<file path="config.mk">
export PLATFORM = sky130hd
export DESIGN_NAME = bpcs_top
export DESIGN_NICKNAME = d
export VERILOG_FILES = /design/src/bpcs_pkg.sv /design/src/bpcs_cu_sup.sv /design/src/bpcs_match.sv /design/src/bpcs_top.sv
export SDC_FILE = /design/constraint.sdc
export NUM_CORES = 2
export LEC_CHECK = 0
export BUFFER_PORTS_ARGS = -buffer_cell sky130_fd_sc_hd__buf_2
export CAP_MARGIN = 20
export CORE_UTILIZATION = 61
export DETAILED_ROUTE_END_ITERATION = 8
export PLACE_DENSITY_LB_ADDON = 0.12
export SYNTH_ARGS = -nofsm -noshare
export SYNTH_HDL_FRONTEND = slang
export SYNTH_HIERARCHICAL = 1
export SYNTH_SLANG_ARGS = --single-unit
</file>
<file path="constraint.sdc">
create_clock -name mclk -period 7.39 [get_ports mclk]
set_clock_uncertainty 0.2 [all_clocks]
set_input_delay 1.1085 -clock mclk [delete_from_list [all_inputs] [get_ports mclk]]
set_output_delay 1.1085 -clock mclk [all_outputs]
set_load 0.02 [all_outputs]
</file>
<file path="src/bpcs_pkg.sv">
// constants, register map and enumerations of the call admission supervisor
package bpcs_pkg;
  localparam int N_CU   = 4;
  localparam int N_DEV  = 4;
  localparam int N_SLOT = N_CU * N_DEV;
  // timing
  localparam int CLK_HZ          = 20_000_000;
  localparam int TICK_S          = 1;
  localparam int TICK_CYC_DEF    = CLK_HZ * TICK_S;
  localparam int HOST_POLL_TMO_S = 300;
  localparam int HOST_POLL_TICKS = HOST_POLL_TMO_S / TICK_S;
  localparam int SLOW_MISSES     = 2;
  // register byte offsets
  localparam logic [7:0] OFS_CTRL     = 8'h00;
  localparam logic [7:0] OFS_LINE_APP = 8'h04;
  localparam logic [7:0] OFS_INACT    = 8'h08;
  localparam logic [7:0] OFS_TBL_IDX  = 8'h0C;
  localparam logic [7:0] OFS_TBL_DATA = 8'h10;
  localparam logic [7:0] OFS_CU_ADDR  = 8'h14;
  localparam logic [7:0] OFS_STATE    = 8'h18;
  localparam logic [7:0] OFS_STAT     = 8'h1C;
  localparam logic [7:0] OFS_INT_EN   = 8'h20;
  localparam logic [7:0] OFS_INT_CLR  = 8'h24;
  // field positions
  localparam int CTRL_INACT_EN = 0;
  localparam int CTRL_HOST     = 1;
  localparam int TBL_VALID     = 14;
  localparam int TBL_PAR_LSB   = 8;
  localparam int STATE_BUSY    = 16;
  localparam int STATE_SLOW    = 4;
  // status bits
  localparam int ST_ACCEPT  = 0;
  localparam int ST_REFUSE  = 1;
  localparam int ST_INACT   = 2;
  localparam int ST_RETIRE  = 3;
  localparam int ST_RESTORE = 4;
  localparam int N_ST       = 5;
  // values after reset
  localparam logic [7:0]  INACT_RST = 8'h00;
  localparam logic [31:0] RD_ZERO   = 32'h0000_0000;

  typedef enum logic [1:0] {
    MODE_NONE           = 2'b00,
    MODE_FIXED_ADDRESS  = 2'b01,
    MODE_SOURCE_CHOSEN  = 2'b10,
    MODE_DEST_MATCHED   = 2'b11
  } bpcs_mode_t;

  typedef enum logic [1:0] {
    CU_ACTIVE  = 2'b00,
    CU_SLOW    = 2'b01,
    CU_RETIRED = 2'b10
  } bpcs_cu_t;
endpackage : bpcs_pkg

</file>
<file path="src/bpcs_cu_sup.sv">
// polling supervision of one cluster controller, host or terminal role
`timescale 1ns/1ps
`default_nettype none
module bpcs_cu_sup (
  input  wire logic mclk,
  input  wire logic nrst,
  input  wire logic host_side,
  input  wire logic tick,
  input  wire logic host_poll,
  input  wire logic poll_noresp,
  input  wire logic poll_resp,
  output logic      retired,
  output logic      slow,
  output logic      retire_p,
  output logic      restore_p
);
  typedef struct packed {
    bpcs_pkg::bpcs_cu_t st;
    logic [1:0]         miss;
    logic [8:0]         secs;
    logic               retire_p;
    logic               restore_p;
  } bpcs_sup_t;
  bpcs_sup_t s_q;
  bpcs_sup_t s_d;

  ////////////////////////////////////////////////////////////////////////
  // next state; a poll or answer in the retire cycle wins and keeps the controller active
  always_comb
  begin
    s_d           = s_q;
    s_d.retire_p  = 1'b0;
    s_d.restore_p = 1'b0;
    if (host_side)
    begin
      if (host_poll)
      begin
        s_d.secs = 9'h000;
        if (s_q.st == bpcs_pkg::CU_RETIRED)
          s_d.restore_p = 1'b1;
        s_d.st = bpcs_pkg::CU_ACTIVE;
      end
      else if (tick && s_q.st != bpcs_pkg::CU_RETIRED)
      begin
        if (s_q.secs == 9'(bpcs_pkg::HOST_POLL_TICKS - 1))
        begin
          s_d.st       = bpcs_pkg::CU_RETIRED;
          s_d.retire_p = 1'b1;
        end
        else
          s_d.secs = s_q.secs + 9'h001;
      end
    end
    else if (poll_resp)
    begin
      if (s_q.st == bpcs_pkg::CU_RETIRED)
        s_d.restore_p = 1'b1;
      s_d.st   = bpcs_pkg::CU_ACTIVE;
      s_d.miss = 2'h0;
    end
    else if (poll_noresp)
    begin
      unique case (s_q.st)
        bpcs_pkg::CU_ACTIVE:
        begin
          s_d.st   = bpcs_pkg::CU_SLOW;
          s_d.miss = 2'h0;
        end
        bpcs_pkg::CU_SLOW:
        begin
          if (s_q.miss == 2'(bpcs_pkg::SLOW_MISSES - 1))
          begin
            s_d.st       = bpcs_pkg::CU_RETIRED;
            s_d.retire_p = 1'b1;
          end
          else
            s_d.miss = s_q.miss + 2'h1;
        end
        default: s_d.st = bpcs_pkg::CU_RETIRED;
      endcase
    end
  end

  always_ff @(posedge mclk or negedge nrst)
  begin
    if (!nrst)
      s_q <= '0;
    else
      s_q <= s_d;
  end

  // retired controllers keep slow polling on the terminal side
  assign retired   = s_q.st == bpcs_pkg::CU_RETIRED;
  assign slow      = ~host_side & (s_q.st != bpcs_pkg::CU_ACTIVE);
  assign retire_p  = s_q.retire_p;
  assign restore_p = s_q.restore_p;
endmodule : bpcs_cu_sup
`default_nettype wire

</file>
<file path="src/bpcs_match.sv">
// first available matching device search over the device table
`timescale 1ns/1ps
`default_nettype none
module bpcs_match (
  input  wire logic [1:0]  mode,
  input  wire logic        app_ok,
  input  wire logic        has_cu,
  input  wire logic [7:0]  req_cu,
  input  wire logic        has_dev,
  input  wire logic [7:0]  req_dev,
  input  wire logic [5:0]  req_par,
  input  wire logic [7:0]  own_cu,
  input  wire logic [7:0]  own_dev,
  input  wire logic [15:0] valid,
  input  wire logic [15:0] busy,
  input  wire logic [3:0]  retired,
  input  wire logic [95:0] par,
  input  wire logic [127:0] device_address,
  input  wire logic [31:0] controller_address,
  output logic             hit,
  output logic [3:0]       slot
);
  logic [15:0] ok;

  ////////////////////////////////////////////////////////////////////////
  // per-slot qualification; slot order gives controller-major first fit
  for (genvar i = 0; i < bpcs_pkg::N_SLOT; i++)
  begin : g_slot
    logic cu_eq;
    logic dv_eq;
    logic p_eq;
    logic sel;
    assign cu_eq = req_cu == controller_address[(i/bpcs_pkg::N_DEV)*8 +: 8];
    assign dv_eq = req_dev == device_address[i*8 +: 8];
    assign p_eq  = req_par == par[i*6 +: 6];
    always_comb
    begin
      unique case (bpcs_bpcs_mode(mode))
        bpcs_pkg::MODE_FIXED_ADDRESS:
          sel = has_cu & has_dev & cu_eq & dv_eq
              & (req_cu == own_cu) & (req_dev == own_dev);
        bpcs_pkg::MODE_SOURCE_CHOSEN:
          sel = has_cu & has_dev & cu_eq & dv_eq;
        bpcs_pkg::MODE_DEST_MATCHED:
          sel = (~has_cu | cu_eq) & (~has_dev | dv_eq);
        default:
          sel = 1'b0;
      endcase
    end
    // retired controllers take no new calls
    assign ok[i] = sel & p_eq & app_ok & valid[i] & ~busy[i]
                 & ~retired[i/bpcs_pkg::N_DEV];
  end

  function automatic bpcs_pkg::bpcs_mode_t bpcs_bpcs_mode(input logic [1:0] m);
    return bpcs_pkg::bpcs_mode_t'(m);
  endfunction : bpcs_bpcs_mode

  ////////////////////////////////////////////////////////////////////////
  // priority pick of the lowest qualifying slot
  always_comb
  begin
    hit  = 1'b0;
    slot = 4'h0;
    for (int i = bpcs_pkg::N_SLOT - 1; i >= 0; i--)
    begin
      if (ok[i])
      begin
        hit  = 1'b1;
        slot = 4'(i);
      end
    end
  end
endmodule : bpcs_match
`default_nettype wire

</file>
<file path="src/bpcs_top.sv">
// call admission and supervision core with apb registers
`timescale 1ns/1ps
`default_nettype none
// Functional notes
// - fixed address mode reaches one destination and exactly one device per call
// - fixed address mode demands requested controller and device equal caller's own
// - source chosen mode takes caller's controller and device; parameters must agree
// - destination matched mode compares type, colour, format and character set
// - accept only with an available fully matching device, otherwise refuse
// - application id only: first available match on the bound line
// - with a controller named: first available match on that controller
// - with a device address only: scan all controllers for that address
// - enabled inactivity timer clears an idle call after the set period
// - host side retires a controller unpolled five minutes, clears and refuses
// - host polling a retired controller again restores it
// - terminal side enters slow poll when a controller misses a poll
// - two more misses clear calls, refuse calls, keep slow polling
// - an answer to slow poll makes the controller accept calls again
// - diagnostic tells which host side device a call is connected to
// - call cleared while logged on reports intervention required to host, on the host side only
module bpcs_top #(
  parameter int TICK_CYC = bpcs_pkg::TICK_CYC_DEF
) (
  input  wire logic        mclk,
  input  wire logic        nrst,
  input  wire logic [7:0]  paddr,
  input  wire logic        psel,
  input  wire logic        penable,
  input  wire logic        pwrite,
  input  wire logic [31:0] pwdata,
  output logic [31:0]      prdata,
  output logic             pready,
  output logic             pslverr,
  input  wire logic        call_req,
  input  wire logic [1:0]  call_mode,
  input  wire logic [7:0]  call_app,
  input  wire logic        call_has_cu,
  input  wire logic [7:0]  call_cu,
  input  wire logic        call_has_dev,
  input  wire logic [7:0]  call_dev,
  input  wire logic [5:0]  call_params,
  input  wire logic [7:0]  caller_cu,
  input  wire logic [7:0]  caller_dev,
  output logic             call_done,
  output logic             call_accept,
  output logic [3:0]       call_slot,
  input  wire logic [15:0] data_act,
  input  wire logic [15:0] net_clear,
  input  wire logic [15:0] logged_on,
  input  wire logic [3:0]  host_poll,
  input  wire logic [3:0]  poll_noresp,
  input  wire logic [3:0]  poll_resp,
  input  wire logic        diag_req,
  input  wire logic [3:0]  diag_slot,
  output logic             diag_valid,
  output logic [7:0]       diag_cu,
  output logic [7:0]       diag_dev,
  output logic [15:0]      call_clear,
  output logic [15:0]      ir_status,
  output logic [3:0]       slow_poll,
  output logic [3:0]       cu_retired,
  output logic             irq
);
  typedef struct packed {
    logic                 pready;
    logic                 pslverr;
    logic [31:0]          prdata;
    logic                 inact_en;
    logic                 host_side;
    logic [7:0]           line_app;
    logic [7:0]           inact_secs;
    logic [3:0]           tbl_idx;
    logic [15:0]          valid;
    logic [15:0][5:0]     par;
    logic [15:0][7:0]     device_address;
    logic [3:0][7:0]      controller_address;
    logic [15:0]          busy;
    logic [15:0][7:0]     idle;
    logic [31:0]          tick_cnt;
    logic                 tick;
    logic                 call_done;
    logic                 call_accept;
    logic [3:0]           call_slot;
    logic                 diag_valid;
    logic [7:0]           diag_cu;
    logic [7:0]           diag_dev;
    logic [15:0]          call_clear;
    logic [15:0]          ir_status;
    logic [4:0]           stat;
    logic [4:0]           int_en;
    logic                 irq;
  } bpcs_state_t;
  bpcs_state_t s_q;
  bpcs_state_t s_d;

  logic        hit;
  logic [3:0]  hit_slot;
  logic [3:0]  retired;
  logic [3:0]  slow;
  logic [3:0]  retire_p;
  logic [3:0]  restore_p;

  ////////////////////////////////////////////////////////////////////////
  // device search and per-controller supervisors
  bpcs_match u_match (
    .mode    (call_mode),
    .app_ok  (call_app == s_q.line_app),
    .has_cu  (call_has_cu),
    .req_cu  (call_cu),
    .has_dev (call_has_dev),
    .req_dev (call_dev),
    .req_par (call_params),
    .own_cu  (caller_cu),
    .own_dev (caller_dev),
    .valid   (s_q.valid),
    .busy    (s_q.busy),
    .retired (retired),
    .par     (s_q.par),
    .device_address     (s_q.device_address),
    .controller_address     (s_q.controller_address),
    .hit     (hit),
    .slot    (hit_slot)
  );

  for (genvar c = 0; c < bpcs_pkg::N_CU; c++)
  begin : g_cu
    bpcs_cu_sup u_sup (
      .mclk        (mclk),
      .nrst        (nrst),
      .host_side   (s_q.host_side),
      .tick        (s_q.tick),
      .host_poll   (host_poll[c]),
      .poll_noresp (poll_noresp[c]),
      .poll_resp   (poll_resp[c]),
      .retired     (retired[c]),
      .slow        (slow[c]),
      .retire_p    (retire_p[c]),
      .restore_p   (restore_p[c])
    );
  end

  ////////////////////////////////////////////////////////////////////////
  // next state
  always_comb
  begin
    logic        acc;
    logic        wr;
    logic [15:0] clr;
    logic [15:0] tmo;
    logic [4:0]  ev;
    logic [4:0]  wclr;
    s_d            = s_q;
    acc            = psel & penable & ~s_q.pready;
    wr             = psel & penable & s_q.pready & pwrite;
    clr            = 16'h0000;
    tmo            = 16'h0000;
    ev             = 5'h00;
    wclr           = 5'h00;
    s_d.call_done  = 1'b0;
    s_d.diag_valid = 1'b0;
    // one second enable; long count stays a parameter for short sims
    s_d.tick = s_q.tick_cnt == 32'(TICK_CYC - 1);
    s_d.tick_cnt = s_d.tick ? 32'h0000_0000 : s_q.tick_cnt + 32'h0000_0001;

    // apb: one wait state, pready registered
    s_d.pready  = acc;
    s_d.pslverr = 1'b0;
    if (acc)
    begin
      s_d.prdata = bpcs_pkg::RD_ZERO;
      unique case (paddr)
        bpcs_pkg::OFS_CTRL:
          s_d.prdata[1:0] = {s_q.host_side, s_q.inact_en};
        bpcs_pkg::OFS_LINE_APP: s_d.prdata[7:0] = s_q.line_app;
        bpcs_pkg::OFS_INACT:    s_d.prdata[7:0] = s_q.inact_secs;
        bpcs_pkg::OFS_TBL_IDX:  s_d.prdata[3:0] = s_q.tbl_idx;
        bpcs_pkg::OFS_TBL_DATA:
          s_d.prdata[14:0] = {s_q.valid[s_q.tbl_idx], s_q.par[s_q.tbl_idx],
                              s_q.device_address[s_q.tbl_idx]};
        bpcs_pkg::OFS_CU_ADDR:  s_d.prdata[7:0] = s_q.controller_address[s_q.tbl_idx[1:0]];
        bpcs_pkg::OFS_STATE:
          s_d.prdata = {s_q.busy, 8'h00, slow, retired};
        bpcs_pkg::OFS_STAT:     s_d.prdata[4:0] = s_q.stat;
        bpcs_pkg::OFS_INT_EN:   s_d.prdata[4:0] = s_q.int_en;
        bpcs_pkg::OFS_INT_CLR:  s_d.prdata      = bpcs_pkg::RD_ZERO;
        default:                s_d.pslverr     = 1'b1;
      endcase
    end
    // writes land on the completing edge only
    if (wr)
    begin
      unique case (paddr)
        bpcs_pkg::OFS_CTRL:
        begin
          s_d.inact_en  = pwdata[bpcs_pkg::CTRL_INACT_EN];
          s_d.host_side = pwdata[bpcs_pkg::CTRL_HOST];
        end
        bpcs_pkg::OFS_LINE_APP: s_d.line_app   = pwdata[7:0];
        bpcs_pkg::OFS_INACT:    s_d.inact_secs = pwdata[7:0];
        bpcs_pkg::OFS_TBL_IDX:  s_d.tbl_idx    = pwdata[3:0];
        bpcs_pkg::OFS_TBL_DATA:
        begin
          s_d.valid[s_q.tbl_idx] = pwdata[bpcs_pkg::TBL_VALID];
          s_d.par[s_q.tbl_idx]   = pwdata[bpcs_pkg::TBL_PAR_LSB +: 6];
          s_d.device_address[s_q.tbl_idx]   = pwdata[7:0];
        end
        bpcs_pkg::OFS_CU_ADDR:  s_d.controller_address[s_q.tbl_idx[1:0]] = pwdata[7:0];
        bpcs_pkg::OFS_INT_EN:   s_d.int_en = pwdata[4:0];
        bpcs_pkg::OFS_INT_CLR:  wclr       = pwdata[4:0];
        default: ;
      endcase
    end

    // inactivity timers; traffic either way restarts, free slots stay at zero
    for (int i = 0; i < bpcs_pkg::N_SLOT; i++)
    begin
      if (!s_q.busy[i] || data_act[i])
        s_d.idle[i] = 8'h00;
      else if (s_q.tick && s_q.inact_en)
        s_d.idle[i] = s_q.idle[i] + 8'h01;
      tmo[i] = s_q.busy[i] & s_q.inact_en & ~data_act[i]
             & (s_q.inact_secs != 8'h00)
             & (s_q.idle[i] >= s_q.inact_secs);
      if (retire_p[i/bpcs_pkg::N_DEV])
        clr[i] = 1'b1;
    end
    clr = (clr | tmo | net_clear) & s_q.busy;
    s_d.busy       = s_q.busy & ~clr;
    s_d.call_clear = clr;
    // lost session reported to the host only on the host side
    s_d.ir_status  = clr & logged_on & {16{s_q.host_side}};

    // admission; a slot cleared this cycle is not reusable until next
    if (call_req)
    begin
      s_d.call_done   = 1'b1;
      s_d.call_accept = hit;
      s_d.call_slot   = hit_slot;
      if (hit)
      begin
        s_d.busy[hit_slot] = 1'b1;
        s_d.idle[hit_slot] = 8'h00;
      end
    end

    // connection diagnostic
    if (diag_req)
    begin
      s_d.diag_valid = 1'b1;
      s_d.diag_cu    = s_q.busy[diag_slot] ? s_q.controller_address[diag_slot[3:2]] : 8'h00;
      s_d.diag_dev   = s_q.busy[diag_slot] ? s_q.device_address[diag_slot] : 8'h00;
    end

    // sticky status: setting wins over a clear in the same cycle
    ev[bpcs_pkg::ST_ACCEPT]  = call_req & hit;
    ev[bpcs_pkg::ST_REFUSE]  = call_req & ~hit;
    ev[bpcs_pkg::ST_INACT]   = |tmo;
    ev[bpcs_pkg::ST_RETIRE]  = |retire_p;
    ev[bpcs_pkg::ST_RESTORE] = |restore_p;
    s_d.stat = (s_q.stat & ~wclr) | ev;
    s_d.irq  = |(s_d.stat & s_d.int_en);
  end

  always_ff @(posedge mclk or negedge nrst)
  begin
    if (!nrst)
      s_q <= '0;
    else
      s_q <= s_d;
  end

  ////////////////////////////////////////////////////////////////////////
  // outputs
  assign prdata      = s_q.prdata;
  assign pready      = s_q.pready;
  assign pslverr     = s_q.pslverr;
  assign call_done   = s_q.call_done;
  assign call_accept = s_q.call_accept;
  assign call_slot   = s_q.call_slot;
  assign diag_valid  = s_q.diag_valid;
  assign diag_cu     = s_q.diag_cu;
  assign diag_dev    = s_q.diag_dev;
  assign call_clear  = s_q.call_clear;
  assign ir_status   = s_q.ir_status;
  assign slow_poll   = slow;
  assign cu_retired  = retired;
  assign irq         = s_q.irq;
endmodule : bpcs_top
`default_nettype wire
</file>
; ---- Word-level counts from Yosys, hierarchy flattened
; Index checks and enable logic that the tools add are counted.
[word_totals]
n_memories = 0
register_bits = 631
out_inout_bits = 98
elab_cells = 848
rom_bits = 0
mem_bits_rw = 0
inputBits = 161
latch_bits = 0
[classes]
n_shift = 0
n_lt_le_gt_ge = 24
n_bitwise = 298
mul = 0
addsub = 25
n_div = 0
n_reduce_logical = 89
n_mux = 225
eq_ne = 92
[op_table]
columns = operator, count
row1 = $mux 8, 41
row2 = $mux 144, 2
row3 = $and 1x1->1, 223
row4 = $eq 8x8->1, 23
row5 = $add 8x1->8 const B, 16
row6 = $and 128x128->128, 1
row7 = $bwmux 128, 1
row8 = $ge 8x8->1, 16
row9 = $not 128->128, 1
row10 = $bwmux 96, 1
row11 = $eq 6x6->1, 16
row12 = $mux 4, 24
row13 = $mux 9, 8
row14 = $and 16x16->16, 4
row15 = $bmux 8 s4, 2
row16 = $demux 8 s4, 2
row17 = $mux 1, 61
row18 = $mux 2, 28
row19 = $or 16x16->16, 3
row20 = $pmux 1 s3, 16
row21 = $not 1->1, 41
row22 = $mux 10, 4
row23 = $add 9x1->9 const B, 4
row24 = $eq 9x9->1 const B, 4
row25 = 56 further kinds, 211

; ---- Logic depth before layout (Yosys ltp)
[depth]
ltp_word = 35
ltp_mapped = 16
depth_no_buf = 15

; ---- By module
; Netlist, hierarchy kept.
[by_module_without_submodules]
columns = module, seq_area_each_um2, instances, cells_each, area_each_um2
row1 = bpcs_top, 14263.7, 1, 2475, 30171.4
row2 = bpcs_cu_sup, 375.4, 4, 107, 952.2
row3 = bpcs_match, 0.0, 1, 505, 3762.4

; ---- Worst setup path before layout
; OpenSTA, ideal clock, no wires.
[synth_path]
path_type = input to register
from = in call_app[0]
to = reg s_q[107] (netlist bit)
arrival_ns = 3.711
required_ns = 7.062
slack_ns = 3.350
stages = 15
n_path_buf = 1
setup_time_ns = 0.128
path_cell_list = xnor2_1 -> nand4_1 -> nor2_1 -> o21ai_1 -> nor4_1 -> and4b_1 -> nand3_1 -> a211o_1 -> a222oi_1 -> a2bb2oi_1 -> nor3b_1 -> nand2_1 -> nand2b_1 -> clkbuf_1 -> nor2_1
[synth_lines]
columns = item, line_no
row1 = from (decl), bpcs_top.sv:36  ; input wire logic [7:0] call_app,
row2 = to (signal assigned), bpcs_top.sv:267  ; s_q <= '0;
row3 = to (signal assigned), bpcs_top.sv:269  ; s_q <= s_d;
row4 = to (decl), bpcs_top.sv:93  ; bpcs_state_t s_q;

==> flow_metrics.env <==
export IMPL_critPathSlowestCell="sky130_fd_sc_hd__nor3_1"
export IMPL_synth_top_area_share=0.418
export IMPL_cts_root_buf="sky130_fd_sc_hd__clkbuf_16"
export IMPL_global_route_overflow_total=0
export IMPL_max_slew_margin=0.169
export IMPL_cap_violations=0
export IMPL_pin_count_of_the_biggest_net_entering_global_routing=174
export IMPL_globalplace_congestion=0.977
export IMPL_crit_arrival_ns=5.61
export IMPL_total_power_mw=7.57
export IMPL_detailedPlacementHpwl_um=80700
export IMPL_tritoncts="yes"
export IMPL_track_usage=0.369
export IMPL_max_clock_path_buffers=3
export IMPL_dominantRegCellSynth="sky130_fd_sc_hd__dfrtp_1"
export IMPL_worstSkewPairLatency_ns=0.62
export IMPL_numCtsBuffers=71
export IMPL_cts_sinks=630
export IMPL_num_rows=90
export IMPL_post_cts_setup_buffers=0
export IMPL_finalHoldViolations=0
export IMPL_die_area_mm2=0.0629
export IMPL_layout_drive_gt1_share=0.243
export IMPL_status="complete, no violations"
export IMPL_post_route_period_util=0.721
export IMPL_pre_cts_ws_ns=1.38
export IMPL_post_synthesis_register_bit_count=630
export IMPL_antenna_left=0
export IMPL_postSynthCellCount=3408
export IMPL_synth_distinct_cells=91
export IMPL_min_delay_path_class="flip-flop to flip-flop"
export IMPL_critPathTopFamily="simple AND/OR/NAND/NOR gates"
export IMPL_totalWireLength_um=115000
export IMPL_setup_tns_final_ns=0
export IMPL_slew_viol_final=0
export IMPL_total_leakage_power_nw=19.0
export IMPL_timing_final_setup_violations=0
export IMPL_critical_path_cell_chain="buf_2, xnor2_1, nand4_1, nor3_1, o211ai_1, a211o_1, a222oi_1, a2bb2oi_1, nor3b_1, clkbuf_2, nand3_1, nand2_1, nor2_1"
export IMPL_initial_utilization=0.622
export IMPL_drc_errors=0
export IMPL_placed_area_mm2=0.0388
export IMPL_final_cell_count_no_fill=4346
export IMPL_drt_initial_drc_count=2818
export IMPL_cts_htree_levels=3
export IMPL_timing_limited_maximum_frequency_mhz=188
export IMPL_crit_path_class="input pin to flip-flop"
export IMPL_synth_area_leader="sky130_fd_sc_hd__dfrtp_1"
export IMPL_worst_pin_slew_ns=1.24
export IMPL_stdcell_area_mm2=0.0412
export IMPL_synth_area_leaders="sky130_fd_sc_hd__dfrtp_1 (42%), sky130_fd_sc_hd__mux2_2 (8.4%), sky130_fd_sc_hd__mux4_2 (8.1%)"
export IMPL_postLayoutSetupSlackWorst_ns=2.06
export IMPL_worst_setup_path_end_kind="flip-flop"
export IMPL_crit_fanout=17
export IMPL_drt_vias_per_instance=6.62
export IMPL_fin_crit_ns=5.33
export IMPL_mappedNetlistNets=3722
export IMPL_critical_path_n_buffers_inverters=2
export IMPL_detail_route_wl_per_cell_um=26.5
export IMPL_cts_hold_buffers=0
export IMPL_rsz_0062_raised_after_global_routing="no"
export IMPL_timing_critical_path_required_ns=7.68
export IMPL_synth_avg_cell_area_um2=11.1
export IMPL_place_detailed_instances=4212
export IMPL_synth_enable_flop_cells=0
export IMPL_vdd_ir_drop_worst_uv=147
export IMPL_yosysWarningCount=6
export IMPL_grt_pass1_wl_um=174000
export IMPL_detail_route_first_pass_iterations=7
export IMPL_p_per_area_mw_per_mm2=184
export IMPL_placement_io_buffers=240
export IMPL_via_count_of_the_first_global_routing_pass=28500
export IMPL_num_io_pins=259
export IMPL_fp_dieW_um=251
export IMPL_core_area_mm2=0.0607
export IMPL_cts_resized=0
export IMPL_die_height_um=251
export IMPL_maximum_single_stage_delay_on_the_critical_path_ns=0.63
export IMPL_syn_cell_area_mm2=0.0377
export IMPL_synth_seq_area_share=0.418
export IMPL_area_growth_syn_to_layout_pct=9.25
export IMPL_clk_pin_slew_worst_paths_ns=0.06
export IMPL_antenna_found_initial=12
export IMPL_critical_path_startpoint_type="input pin"
export IMPL_synth_async_reset_ratio=1.00
export IMPL_layout_nets=3822
export IMPL_vias=28800
-- power breakdown --
part | switching (mW) | internal [mW]
Combinational | 0.297 | 0.126
Sequential | 0.00905 | 3.46
Clock | 1.47 | 2.21
-- cell families after synthesis --
group	after synthesis	share of synthesized area
other	1	0.0000994
AO/OA/AOI/OAI	363	0.0638
multiplexers	444	0.174
buffers and inverters	365	0.0510
XOR/XNOR	421	0.0977
AND/OR/NAND/NOR	1031	0.145
adder cells (fa/ha/maj)	153	0.0507
flip-flops	630	0.418
-- through the flow --
step	hold WS (ns)	util
2_1_floorplan	0.233	-
3_3_place_gp	0.244	0.638
3_5_place_dp	0.254	0.638
4_1_cts	0.264	0.678
5_1_grt	0.280	0.679
6_report	0.257	0.679
-- flip-flops by register name, summed over array words and instances, names as in the netlist --
name                  count
call_accept               1
call_clear               16
call_done                 1
call_slot                 4
diag_cu                   8
diag_dev                  8
diag_valid                1
g_cu.u_sup/restore_p      4
g_cu.u_sup/retire_p       4
g_cu.u_sup/s_q           52
ir_status                16
irq                       1
prdata                   31
pready                    1
pslverr                   1
s_q                     481
-- cell type report --
| cell class | instances | area (µm²) |
|---|---|---|
| clock buffer | 102 | 2040 |
| antenna | 3 | 7.51 |
| timing repair buffer | 276 | 1580 |
| multi-input combinational | 2413 | 20100 |
| clock inverter | 24 | 350 |
| inverter | 116 | 435 |
| sequential | 630 | 15800 |
| tap | 782 | 978 |
| fill | 4540 | 19500 |
-- worst paths after layout --
check | start | endpoint | slack (ns) | cells after the start
worst max-delay path | call_dev[3] | s_q[207]$_DFF_PN0_ | 2.06 | 13
worst min-delay path | s_q[67]$_DFF_PN0_ | s_q[67]$_DFF_PN0_ | 0.26 | 1
worst max register to register | s_q[528]$_DFFE_PN0P_ | s_q[207]$_DFF_PN0_ | 2.24 | 15
worst min register to register | s_q[67]$_DFF_PN0_ | s_q[67]$_DFF_PN0_ | 0.26 | 1
max in group asynchronous | nrst | s_q[515]$_DFFE_PN0P_ | 5.15 | 2
min in group asynchronous | nrst | s_q[209]$_DFF_PN0_ | 0.34 | 1
-- synth_stat cells, types with 38 or more instances --
master                     number
sky130_fd_sc_hd__dfrtp_1      630
sky130_fd_sc_hd__mux2_2       281
sky130_fd_sc_hd__nand2_1      225
sky130_fd_sc_hd__xor2_1       221
sky130_fd_sc_hd__nor2_1       212
sky130_fd_sc_hd__xnor2_1      200
sky130_fd_sc_hd__nand3_1      154
sky130_fd_sc_hd__ha_1         153
sky130_fd_sc_hd__mux4_2       136
sky130_fd_sc_hd__inv_1        115
sky130_fd_sc_hd__nand4_1      111
sky130_fd_sc_hd__buf_4        106
sky130_fd_sc_hd__o21ai_0       95
sky130_fd_sc_hd__clkbuf_1      85
sky130_fd_sc_hd__a21oi_1       69
sky130_fd_sc_hd__and3_1        54
sky130_fd_sc_hd__nor3_1        53
sky130_fd_sc_hd__nand2b_1      38
-- cells in the final DEF, fill, tap and decap left out, types with 13 or more instances in the layout --
cell,n
sky130_fd_sc_hd__nand2b_1,38
sky130_fd_sc_hd__and3_1,54
sky130_fd_sc_hd__nand3_1,154
sky130_fd_sc_hd__clkbuf_16,72
sky130_fd_sc_hd__nor2b_1,23
sky130_fd_sc_hd__and4_1,21
sky130_fd_sc_hd__o211ai_1,28
sky130_fd_sc_hd__o21ai_0,95
sky130_fd_sc_hd__nor4_1,20
sky130_fd_sc_hd__nor3_1,52
sky130_fd_sc_hd__nand4_1,111
sky130_fd_sc_hd__buf_2,240
sky130_fd_sc_hd__clkbuf_8,13
sky130_fd_sc_hd__clkbuf_1,17
sky130_fd_sc_hd__ha_1,153
sky130_fd_sc_hd__a21oi_1,69
sky130_fd_sc_hd__xor2_1,221
sky130_fd_sc_hd__a22oi_1,22
sky130_fd_sc_hd__a211o_1,19
sky130_fd_sc_hd__mux2_2,281
sky130_fd_sc_hd__dfrtp_1,627
sky130_fd_sc_hd__xnor2_1,200
sky130_fd_sc_hd__buf_4,26
sky130_fd_sc_hd__a211oi_1,15
sky130_fd_sc_hd__a31oi_1,21
sky130_fd_sc_hd__mux4_2,136
sky130_fd_sc_hd__inv_1,115
sky130_fd_sc_hd__nand2_1,225
sky130_fd_sc_hd__nor2_1,211
sky130_fd_sc_hd__and2_1,27
-- per-layer routing --
| layer | track usage | vias to the layer above | wire [µm] |
|---|---|---|---|
| met5 | 0 | - | 106 |
| met4 | 0.150 | 16 | 4740 |
| met3 | 0.104 | 274 | 12100 |
| met2 | 0.561 | 1438 | 51900 |
| met1 | 0.500 | 14600 | 46200 |
| li1 | - | 12400 | - |
No activity file was read; power rests on OpenSTA's default activity.
